==> src/acc_params.svh <==
// Constants for the conversion control block: offsets, fields, resets, timing.
// Assumes inclusion by bare name from the block's design files.
`ifndef ACC_PARAMS_SVH
`define ACC_PARAMS_SVH
`define ACC_OFS_CLKDIV      8'hf2
`define ACC_OFS_CONTROL     8'hf3
`define ACC_OFS_RES_LOW     8'hf4
`define ACC_OFS_RES_HIGH    8'hf5
`define ACC_OFS_ROUTING     8'hf6
`define ACC_RST_BYTE        8'h00
`define ACC_BIT_START       3
`define ACC_BIT_EOC         4
`define ACC_BIT_ENABLE      5
`define ACC_BIT_PSEUDO_IDLE_PRECISION      6
`define ACC_FLD_CH_HI       2
`define ACC_FLD_CH_LO       0
`define ACC_PRS_W           5
`define ACC_DIV_ZERO_X2     12'h040
`define ACC_DIV_ZERO_X1     12'h080
`define ACC_CONV_CLOCKS     4'hb
`define ACC_SAMPLE_CLOCKS   4'h1
`define ACC_RES_W           10
`define ACC_FULL_SCALE      10'h3ff
`define ACC_TRIAL_MSB       10'h200
`define ACC_LSB_CLEAR       10'h3fe
`define ACC_ZERO_SCALE      10'h000
`endif

==> src/acc_pkg.sv <==
// Types for the conversion control block.
// Assumes acc_params.svh is compiled alongside.
package acc_pkg;
    typedef enum logic [2:0] {
        ACC_IDLE   = 3'b001,
        ACC_SAMPLE = 3'b010,
        ACC_DECIDE = 3'b100
    } acc_state_t;
endpackage

==> src/acc_adc_ctrl.sv <==
// Conversion control: special function registers, prescaler, sequencer.
// Assumes an 8-bit SFR bus on ref_clk_i and an analog core outside.
// Behaviour
// - Start bit write begins single conversion
// - Hardware clears start bit when done
// - End flag set on result; software clears
// - Interrupt while flag and enable set
// - Channel select picks input binary
// - Full scale 3ff, ground 000
// - Prescaler divides 4xPRS, 2xPRS; PRS 0 gives 128, 64
// - Enable bit; clear means standby
// - Pseudo-idle halts processor during conversion
// - Routing bits hand pins to converter
// - Pseudo-idle: only end interrupt wakes
// - Start on unrouted channel does nothing
// - Conversion takes eleven converter clocks
`timescale 1ns/100ps
`include "acc_params.svh"
module acc_adc_ctrl #(
    parameter int DIV_W = 12
) (
    input  wire logic        ref_clk_i,        // 200 MHz clock
    input  wire logic        arst_n_i,         // Async reset, active low
    input  wire logic        double_speed_i,   // Double speed mode level
    input  wire logic [7:0]  sfr_addr_i,       // SFR address
    input  wire logic        sfr_wr_i,         // SFR write strobe
    input  wire logic        sfr_rd_i,         // SFR read strobe
    input  wire logic [7:0]  sfr_wdata_i,      // SFR write data
    input  wire logic        irq_enable_i,     // converter_irq_enable bit
    input  wire logic        other_irq_i,      // Any other pending interrupt
    input  wire logic        cmp_hi_i,         // Comparator: input above trial
    input  wire logic        above_ref_i,      // Input at or above reference
    input  wire logic        below_gnd_i,      // Input at or below ground
    output logic [7:0]       sfr_rdata_o,      // SFR read data
    output logic             sfr_hit_o,        // Address is ours
    output logic [7:0]       pin_route_o,      // Pins routed to converter
    output logic [2:0]       mux_sel_o,        // Analog mux select
    output logic             analog_on_o,      // Converter powered
    output logic             sample_o,         // Sample-and-hold active
    output logic [9:0]       trial_o,          // Trial code to DAC
    output logic             irq_o,            // Interrupt request
    output logic             cpu_halt_o,       // Processor idled
    output logic             other_irq_hold_o  // Mask other interrupts
);
    acc_pkg::acc_state_t state_q;
    logic [`ACC_PRS_W-1:0]  prs_q;
    logic [2:0]             ch_q;
    logic                   en_q;
    logic                   pseudo_idle_precision_q;
    logic                   eoc_q;
    logic                   busy_q;
    logic                   idle_conv_q;
    logic [9:0]             res_q;
    logic [9:0]             sar_q;
    logic [3:0]             step_q;
    logic [DIV_W-1:0]       div;
    logic                   tick;
    logic                   wr_ctl;
    logic                   start_req;
    logic                   done;
    logic                   sync1_q;
    logic                   spd1_q;
    logic                   sync2_q;
    logic                   cmp_q;
    logic                   aref1_q;
    logic                   aref_q;
    logic                   agnd1_q;
    logic                   agnd_q;

    // Comparator output crosses from the analog side
    always_ff @(posedge ref_clk_i or negedge arst_n_i) begin
        if (!arst_n_i) begin
            sync1_q <= 1'b0;
            cmp_q   <= 1'b0;
        end else begin
            sync1_q <= cmp_hi_i;
            cmp_q   <= sync1_q;
        end
    end

    // Clamp detectors cross from the analog side
    always_ff @(posedge ref_clk_i or negedge arst_n_i) begin
        if (!arst_n_i) begin
            aref1_q <= 1'b0;
            aref_q  <= 1'b0;
            agnd1_q <= 1'b0;
            agnd_q  <= 1'b0;
        end else begin
            aref1_q <= above_ref_i;
            aref_q  <= aref1_q;
            agnd1_q <= below_gnd_i;
            agnd_q  <= agnd1_q;
        end
    end

    // Speed mode pin: two stages before the divisor reads it
    always_ff @(posedge ref_clk_i or negedge arst_n_i) begin
        if (!arst_n_i) begin
            spd1_q  <= 1'b0;
            sync2_q <= 1'b0;
        end else begin
            spd1_q  <= double_speed_i;
            sync2_q <= spd1_q;
        end
    end

    // Divisor selection
    // prescaler divisor
    always_comb begin
        if (prs_q == '0) begin
            div = sync2_q ? DIV_W'(`ACC_DIV_ZERO_X2) : DIV_W'(`ACC_DIV_ZERO_X1);
        end else if (sync2_q) begin
            div = DIV_W'({prs_q, 1'b0});
        end else begin
            div = DIV_W'({prs_q, 2'b00});
        end
    end

    acc_clk_div #(
        .W (DIV_W)
    ) u_div (
        .ref_clk_i (ref_clk_i),
        .arst_n_i  (arst_n_i),
        .run_i     (busy_q),
        .div_i     (div),
        .tick_o    (tick)
    );

    assign wr_ctl = sfr_wr_i && (sfr_addr_i == `ACC_OFS_CONTROL);
    // routed channel only; ignore while busy
    assign start_req = wr_ctl && sfr_wdata_i[`ACC_BIT_START] && !busy_q
                       && sfr_wdata_i[`ACC_BIT_ENABLE]
                       && pin_route_o[sfr_wdata_i[`ACC_FLD_CH_HI:`ACC_FLD_CH_LO]];
    assign done = (state_q == acc_pkg::ACC_DECIDE) && tick
                  && (step_q == `ACC_CONV_CLOCKS - 4'h1);

    // Prescaler register
    // prescale field
    always_ff @(posedge ref_clk_i or negedge arst_n_i) begin
        if (!arst_n_i) begin
            prs_q <= '0;
        end else if (sfr_wr_i && (sfr_addr_i == `ACC_OFS_CLKDIV)) begin
            prs_q <= sfr_wdata_i[`ACC_PRS_W-1:0];
        end
    end

    // Pin routing register
    // routing bits
    always_ff @(posedge ref_clk_i or negedge arst_n_i) begin
        if (!arst_n_i) begin
            pin_route_o <= `ACC_RST_BYTE;
        end else if (sfr_wr_i && (sfr_addr_i == `ACC_OFS_ROUTING)) begin
            pin_route_o <= sfr_wdata_i;
        end
    end

    // Control fields, frozen while a conversion runs
    // channel select, enable, busy freeze
    always_ff @(posedge ref_clk_i or negedge arst_n_i) begin
        if (!arst_n_i) begin
            ch_q     <= '0;
            en_q     <= 1'b0;
            pseudo_idle_precision_q <= 1'b0;
        end else if (wr_ctl && !busy_q) begin
            ch_q     <= sfr_wdata_i[`ACC_FLD_CH_HI:`ACC_FLD_CH_LO];
            en_q     <= sfr_wdata_i[`ACC_BIT_ENABLE];
            pseudo_idle_precision_q <= sfr_wdata_i[`ACC_BIT_PSEUDO_IDLE_PRECISION];
        end
    end

    // End-of-conversion flag: set wins over software clear
    // sticky flag
    always_ff @(posedge ref_clk_i or negedge arst_n_i) begin
        if (!arst_n_i) begin
            eoc_q <= 1'b0;
        end else if (done) begin
            eoc_q <= 1'b1;
        end else if (wr_ctl && !sfr_wdata_i[`ACC_BIT_EOC]) begin
            eoc_q <= 1'b0;
        end
    end

    // Conversion sequencer: one sample clock then ten decisions
    // start, self-clear, eleven clocks
    always_ff @(posedge ref_clk_i or negedge arst_n_i) begin
        if (!arst_n_i) begin
            state_q     <= acc_pkg::ACC_IDLE;
            busy_q      <= 1'b0;
            idle_conv_q <= 1'b0;
            step_q      <= '0;
            sar_q       <= '0;
        end else begin
            case (state_q)
                acc_pkg::ACC_IDLE: begin
                    if (start_req) begin
                        state_q     <= acc_pkg::ACC_SAMPLE;
                        busy_q      <= 1'b1;
                        idle_conv_q <= sfr_wdata_i[`ACC_BIT_PSEUDO_IDLE_PRECISION];
                        step_q      <= '0;
                        sar_q       <= `ACC_TRIAL_MSB;
                    end
                end
                acc_pkg::ACC_SAMPLE: begin
                    if (!en_q) begin
                        state_q <= acc_pkg::ACC_IDLE;
                        busy_q  <= 1'b0;
                        idle_conv_q <= 1'b0;
                    end else if (tick) begin
                        state_q <= acc_pkg::ACC_DECIDE;
                        step_q  <= `ACC_SAMPLE_CLOCKS;
                    end
                end
                acc_pkg::ACC_DECIDE: begin
                    if (!en_q) begin
                        state_q     <= acc_pkg::ACC_IDLE;
                        busy_q      <= 1'b0;
                        idle_conv_q <= 1'b0;
                    end else if (tick) begin
                        // Keep or drop trial bit, try next lower bit
                        sar_q  <= (cmp_q ? sar_q : (sar_q & ~(sar_q & -sar_q)))
                                  | ((sar_q & -sar_q) >> 1);
                        step_q <= step_q + 4'h1;
                        if (done) begin
                            state_q     <= acc_pkg::ACC_IDLE;
                            busy_q      <= 1'b0;
                            idle_conv_q <= 1'b0;
                        end
                    end
                end
                default: begin
                    state_q <= acc_pkg::ACC_IDLE;
                    busy_q  <= 1'b0;
                end
            endcase
        end
    end

    // Result capture in the same cycle as the flag
    // joint update, clamps, split result
    always_ff @(posedge ref_clk_i or negedge arst_n_i) begin
        if (!arst_n_i) begin
            res_q <= '0;
        end else if (done) begin
            if (aref_q) begin
                res_q <= `ACC_FULL_SCALE;
            end else if (agnd_q) begin
                res_q <= `ACC_ZERO_SCALE;
            end else begin
                res_q <= cmp_q ? sar_q : (sar_q & `ACC_LSB_CLEAR);
            end
        end
    end

    // Registered outputs toward the analog core and processor
    // interrupt, halt, wake only on end
    always_ff @(posedge ref_clk_i or negedge arst_n_i) begin
        if (!arst_n_i) begin
            mux_sel_o        <= '0;
            analog_on_o      <= 1'b0;
            sample_o         <= 1'b0;
            trial_o          <= '0;
            irq_o            <= 1'b0;
            cpu_halt_o       <= 1'b0;
            other_irq_hold_o <= 1'b0;
        end else begin
            mux_sel_o        <= ch_q;
            analog_on_o      <= en_q;
            sample_o         <= (state_q == acc_pkg::ACC_SAMPLE);
            trial_o          <= sar_q;
            irq_o            <= (eoc_q || done) && irq_enable_i;
            cpu_halt_o       <= idle_conv_q && busy_q && !done;
            other_irq_hold_o <= idle_conv_q && busy_q && !done && other_irq_i;
        end
    end

    // Register read mux; reserved bits read as zero
    always_ff @(posedge ref_clk_i or negedge arst_n_i) begin
        if (!arst_n_i) begin
            sfr_rdata_o <= `ACC_RST_BYTE;
            sfr_hit_o   <= 1'b0;
        end else if (sfr_rd_i) begin
            sfr_hit_o <= 1'b1;
            case (sfr_addr_i)
                `ACC_OFS_CLKDIV:   sfr_rdata_o <= {3'h0, prs_q};
                `ACC_OFS_CONTROL:  sfr_rdata_o <= {1'b0, pseudo_idle_precision_q, en_q, eoc_q,
                                                   busy_q, ch_q};
                `ACC_OFS_RES_LOW:  sfr_rdata_o <= {6'h00, res_q[1:0]};
                `ACC_OFS_RES_HIGH: sfr_rdata_o <= res_q[9:2];
                `ACC_OFS_ROUTING:  sfr_rdata_o <= pin_route_o;
                default: begin
                    sfr_rdata_o <= `ACC_RST_BYTE;
                    sfr_hit_o   <= 1'b0;
                end
            endcase
        end else begin
            sfr_hit_o <= 1'b0;
        end
    end
endmodule // acc_adc_ctrl

==> src/acc_clk_div.sv <==
// Converter clock divider producing one-cycle enable pulses.
// Assumes a single clock domain and a divisor of at least one.
`timescale 1ns/100ps
module acc_clk_div #(
    parameter int W = 12
) (
    input  wire logic         ref_clk_i,  // System clock
    input  wire logic         arst_n_i,   // Async reset, active low
    input  wire logic         run_i,      // Count while high
    input  wire logic [W-1:0] div_i,      // Divisor in cycles
    output logic              tick_o      // One-cycle converter tick
);
    logic [W-1:0] cnt_q;

    // Count up, pulse on wrap
    always_ff @(posedge ref_clk_i or negedge arst_n_i) begin
        if (!arst_n_i) begin
            cnt_q  <= '0;
            tick_o <= 1'b0;
        end else if (!run_i) begin
            cnt_q  <= '0;
            tick_o <= 1'b0;
        end else if (cnt_q >= div_i - W'(1)) begin
            cnt_q  <= '0;
            tick_o <= 1'b1;
        end else begin
            cnt_q  <= cnt_q + W'(1);
            tick_o <= 1'b0;
        end
    end
endmodule // acc_clk_div

==> config.mk <==
export PLATFORM = sky130hd
export DESIGN_NAME = acc_adc_ctrl
export DESIGN_NICKNAME = d
export VERILOG_FILES = /design/src/acc_pkg.sv /design/src/acc_adc_ctrl.sv /design/src/acc_clk_div.sv
export VERILOG_INCLUDE_DIRS = /design/src
export SDC_FILE = /design/constraint.sdc
export NUM_CORES = 1
export LEC_CHECK = 0
export BUFFER_PORTS_ARGS = -buffer_cell sky130_fd_sc_hd__buf_2
export CORE_ASPECT_RATIO = 1.5
export CORE_UTILIZATION = 50
export CTS_BUF_LIST = sky130_fd_sc_hd__clkbuf_16
export DETAILED_ROUTE_END_ITERATION = 6
export GPL_ROUTABILITY_DRIVEN = 0
export GPL_TIMING_DRIVEN = 0
export PLACE_DENSITY = 0.78
export SETUP_SLACK_MARGIN = 0.3
export SYNTH_ARGS = -nofsm -noshare
export SYNTH_HDL_FRONTEND = slang
export SYNTH_SLANG_ARGS = --single-unit
==> constraint.sdc <==
create_clock -name ref_clk_i -period 4.9 [get_ports ref_clk_i]
set_clock_uncertainty 0.15 [all_clocks]
set_input_delay 0.49 -clock ref_clk_i [delete_from_list [all_inputs] [get_ports ref_clk_i]]
set_output_delay 0.49 -clock ref_clk_i [all_outputs]
set_load 0.02 [all_outputs]
# --- Word-level counts from Yosys, hierarchy flattened ---
# Cells that the tools add are included.
totals:
  reg_bits: 96
  input_bits: 26
  output_inout_bits: 35
classes:
  n_addsub: 4
  n_lt_le_gt_ge: 2
  n_eq_ne: 18
  n_mux: 43
  n_bitwise: 4
  reduce_logical: 29
op_table:
  columns: ["cell", "n"]
  rows:
  - ["$mux 10", 6]
  - ["$eq 8x8->1 const B", 5]
  - ["$pmux 8 s5", 1]
  - ["$mux 12", 2]
  - ["$and 10x10->10", 2]
  - ["$mux 4", 5]
  - ["$pmux 10 s2", 1]
  - ["$mux 3", 6]
  - ["$mux 8", 2]
  - ["$logic_and 1x1->1", 15]
  - ["$mux 1", 14]
  - ["$add 12x1->12 const B", 1]
  - ["$ge 12x12->1", 1]
  - ["$pmux 4 s3", 1]
  - ["$reduce_and 4->1", 3]
  - ["$neg 10->10", 1]
  - ["$not 10->10", 1]
  - ["$or 10x9->10", 1]
  - ["$pmux 3 s3", 1]
  - ["$sub 8x1->9 const B", 1]
  - ["$ne 2x2->1 const B", 4]
  - ["$mux 7", 1]
  - ["$ne 3x2->1 const B", 2]
  - ["$pmux 1 s3", 2]
  - ["other kinds (17)", 21]

# --- Depth between registers and ports, before layout ---
logic_depth:
  word_depth: 9
  depth_mapped: 15

# --- Cells and area by module ---
# Synthesis repeated with hierarchy kept, for this count alone.
unflattened:
  cells_unflattened: 434
  area_unflattened_um2: 4723.3
by_module_without_submodules:
  columns: ["module", "n_inst", "cells_per_inst", "area_each_um2", "seq_area_each_um2"]
  rows:
  - ["acc_adc_ctrl", 1, 322, 3658.5, 2078.2]
  - ["acc_clk_div", 1, 112, 1064.8, 325.3]

# --- Least setup slack after synthesis ---
# Ideal clock, no wire load.
synth_timing:
  kind: "reg2reg"
  start: "register sync2_q"
  end: "register u_div.cnt_q[10]"
  setup_ns: 0.072
  t_arrival_ns: 2.852
  path_slack_ns: 1.826
  stages_incl_launch_ff: 16
  n_path_buf: 2
  period_less_slack_ns: 3.074
  path_cell_list: "dfrtp_1 -> buf_1 -> mux2i_1 -> ha_1 -> nor3_1 -> a31oi_1 -> nor2_1 -> a31oi_1 -> or4_1 -> ha_1 -> a21oi_1 -> o21ai_0 -> a22oi_1 -> nand3_1 -> clkbuf_1 -> nor2_1"
synth_between:
  elab_chain_len: 6
  elab_cells_between_ends: 7
  cone_classes: "1 x add/sub; 1 x order compare; 5 x mux"
synth_rtl:
  columns: ["element", "line", "rtl"]
  rows:
  - ["from (decl)", "acc_adc_ctrl.sv:63", "logic sync2_q;"]
  - ["from (signal assigned)", "acc_adc_ctrl.sv:103", "sync2_q <= spd1_q;"]
  - ["$mux 7 or $mux 8 (tied branches)", "acc_adc_ctrl.sv:112, acc_adc_ctrl.sv:111", null]
  - ["$mux 8 (*)", "acc_adc_ctrl.sv:110", "if (prs_q == '0) begin"]
  - ["$sub 8x1->9 (*)", "acc_clk_div.sv:23", "end else if (cnt_q >= div_i - W'(1)) begin"]
  - ["$ge 12x12->1 (*)", "acc_clk_div.sv:23", null]
  - ["$mux 12 (*)", "acc_clk_div.sv:23", null]
  - ["$mux 12 (*)", "acc_clk_div.sv:20", "end else if (!run_i) begin"]
  - ["to (signal assigned)", "acc_clk_div.sv:27", "cnt_q <= cnt_q + W'(1);"]
  - ["to (decl)", "acc_clk_div.sv:13", "logic [W-1:0] cnt_q;"]
# Every way passes the cells marked *; elsewhere a longest branch is shown, timed or not.
# A chain may end at the register's enable or synchronous reset.

# --- Worst setup path in the final report ---
layout_timing:
  start: "register sync2_q"
  end: "register u_div.cnt_q[5]"
# Same word-level chain as after synthesis.

==> impl_results.md <==
* Port Buffers at 57
* Critical path launch point: sync2_q
* Post-synthesis sequential area ratio at 0.527
* Starting Density at 0.517
* Maximum buffer depth of the clock tree at 2
* Syn Area/Cell at 10.5 um^2
* Largest net degree at the start of global routing at 64
* Crit-path slowest cell: or4_1
* Pwr per Cell Area at 320 mW/mm^2
* Critical path class: flip-flop to flip-flop
* Hold Fails Final Rpt at 0
* RSZ-0062 raised after global routing: false
* Post-CTS Setup Bufs at 0
* Commonest cells after routing, fill and taps aside: dfrtp_1 (95), buf_2 (62), nor2_1 (43)
* Netlist Area Pre-Place at 0.00456 mm^2
* Core ar. at 0.00883 mm^2
* Fmax at 281 MHz
* R2r startpoint: sync2_q
* Vias in the first global route at 3664
* DRC violations left at 0
* CTS tree: yes
* Crit path required time at 4.97 ns
* Critical Path AT at 3.62 ns
* Synth Flop Type: dfrtp_1
* Worst-skew pair later-pin latency at 0.35 ns
* Initial antenna violation count at 0
* Slowest cell delay on critical path at 0.45 ns
* Tmin final at 3.55 ns
* Total routed wirelength at 10.2 mm
* Crit-path max FO at 10
* Critical path, cell by cell: buf_1, mux2i_1, ha_1, nor3_1, a31oi_1, nor2_1, a31oi_1, or4_1, ha_1, nand2_1, o21ai_0, a22oi_1, nand3_1, clkbuf_1, nor2_1
* Min Hold Slack at 0.0903 ns
* CTS Buf Count at 9
* Root Driver: clkbuf_16
* Max-slew violation count at 0
* Die W at 80.0 um
* Cts repair resizes at 0
* Cell row count at 42
* Antenna-violating nets left at 0
* Hold Crit Class: input pin to flip-flop
* Static Leak at 2.54 nW
* Status: finished clean
* Share of cells above drive strength 1 at 0.188
* Core Util, Final at 0.608
* N_diodes at 0
* EDFF count, synth at 0
* DR vias/cell at 5.82
* Chip Height at 119 um
* Buf/Inv on CP at 2
* Clk slew on worst S/H paths at 0.07 ns
* Final worst slack at 1.35 ns
* # Max-Cap Violations at 0
* Rel. slew slack at 0.467
* Gr usage total at 0.237
* Commonest non-fill, non-tap cell in the layout: dfrtp_1
* Setup TNS at 0 ns
* Period Utilization, post-route at 0.725
* H-tree depth at 3
* Post-detail-place hpwl at 7.40 mm
* Fillers at 712
* VDD IR max at 202 uV
* Nets at 547
* Worst Tran Pin Value at 0.799 ns
* Startpoint types: flip-flop
* Mean routed wirelength per cell at 16.5 um
* Drt pass-1 iters at 5
* Largest delay contributor family on the critical path: simple AND/OR/NAND/NOR gates
* Post-synthesis instance total at 433
* Via count at 3617
* Final global-route overflow total at 0
* Io pins at 61
* Drt initial violations at 335
* Worst setup EP type: flip-flop
* FF+latch count, synth at 96
* Clock sinks at 96
* Synth warnings at 0
* Hold_sp: above_ref_i
* Distinct cells, synth at 50
* Die ar. at 0.00952 mm^2
* Place WS at 1.41 ns
* Hold-fix buffers, CTS at 1
* Area Overhead vs Synth at 17.7%
* Ys async rst share at 1.00
* First-pass GRT wire length at 17.3 mm
* # setup viols final at 0
## stage by stage
| step | cells | cell area (um^2) | total power, mW |
|---|---|---|---|
| 2_1_floorplan | 436 | 4570 | 0.891 |
| 3_3_place_gp | 603 | 4990 | 0.938 |
| 3_5_place_dp | 604 | 5020 | 0.947 |
| 4_1_cts | 621 | 5370 | 1.73 |
| 5_1_grt | 621 | 5370 | 1.78 |
| 6_report | 621 | 5370 | 1.72 |
## logic make-up after synthesis
family | share of synthesized area
adders and majority gates | 0.0412
other | 0.000822
DFF | 0.527
muxes | 0.0708
AOI/OAI and AO/OA | 0.138
buffers and inverters | 0.0329
and+or+nand+nor | 0.164
xor gates and xnor gates | 0.0250
## Yosys cell counts (6+ instances only)
master,count,share of area
xor2_1,10,0.019
a21oi_1,42,0.046
o21ai_0,10,0.011
inv_1,18,0.015
clkbuf_1,11,0.0091
buf_2,6,0.0066
mux2i_1,9,0.020
o21ai_1,9,0.0099
dfrtp_1,95,0.52
ha_1,15,0.041
a31oi_1,9,0.012
mux2_4,8,0.026
nor2_1,43,0.035
nand2_1,23,0.019
nor2b_1,6,0.0082
nand3_1,16,0.018
nor3_1,7,0.0077
nand2b_1,8,0.011
a22oi_1,9,0.015
o22ai_1,6,0.0082
mux2_1,10,0.025
nor4_1,8,0.011
## worst paths after layout
| path | slack, ns | depth (start not counted) | endpoint |
|---|---|---|---|
| hold reg to reg | 0.20 | 0 | aref_q |
| max in group asynchronous | 3.44 | 3 | state_q[0] |
| setup / recovery | 1.35 | 15 | u_div.cnt_q[5] |
| min in group asynchronous | 0.48 | 2 | u_div.cnt_q[3] |
| hold / removal | 0.09 | 1 | aref1_q |
| setup reg to reg | 1.35 | 15 | u_div.cnt_q[5] |
## routing by layer
| layer | track usage | up-vias | share of wire |
|---|---|---|---|
| met5 | 0 | - | 0 |
| met4 | 0.114 | 0 | 0.027 |
| met3 | 0.0529 | 28 | 0.044 |
| met2 | 0.395 | 103 | 0.52 |
| met1 | 0.285 | 1787 | 0.41 |
| li1 | - | 1699 | - |
## where the power goes
part           leakage [nW]  internal [mW]  switching [mW]
clock network         0.165          0.460           0.326
logic                  1.17         0.0416          0.0714
registers              1.21          0.807          0.0120
## sequential cells by signal (all words and copies together) (netlist names), 3 cells and up
signal	count
sfr_rdata_o	8
ch_q	3
u_div.cnt_q	12
res_q	10
step_q	4
mux_sel_o	3
pin_route_o	8
prs_q	5
state_q	3
sar_q	10
trial_o	10
## cell type report
| class | count | area [um^2] | area share |
|---|---|---|---|
| Clock inverter | 7 | 109 | 0.0203 |
| Inverter | 19 | 71.3 | 0.0133 |
| Buffer | 19 | 78.8 | 0.0147 |
| Clock buffer | 9 | 225 | 0.0419 |
| Tap cell | 110 | 138 | 0.0256 |
| Multi-Input combinational cell | 302 | 2020 | 0.376 |
| Sequential cell | 96 | 2400 | 0.448 |
| Timing Repair Buffer | 59 | 325 | 0.0606 |
Note: power is estimated with default switching activity, not from simulation.
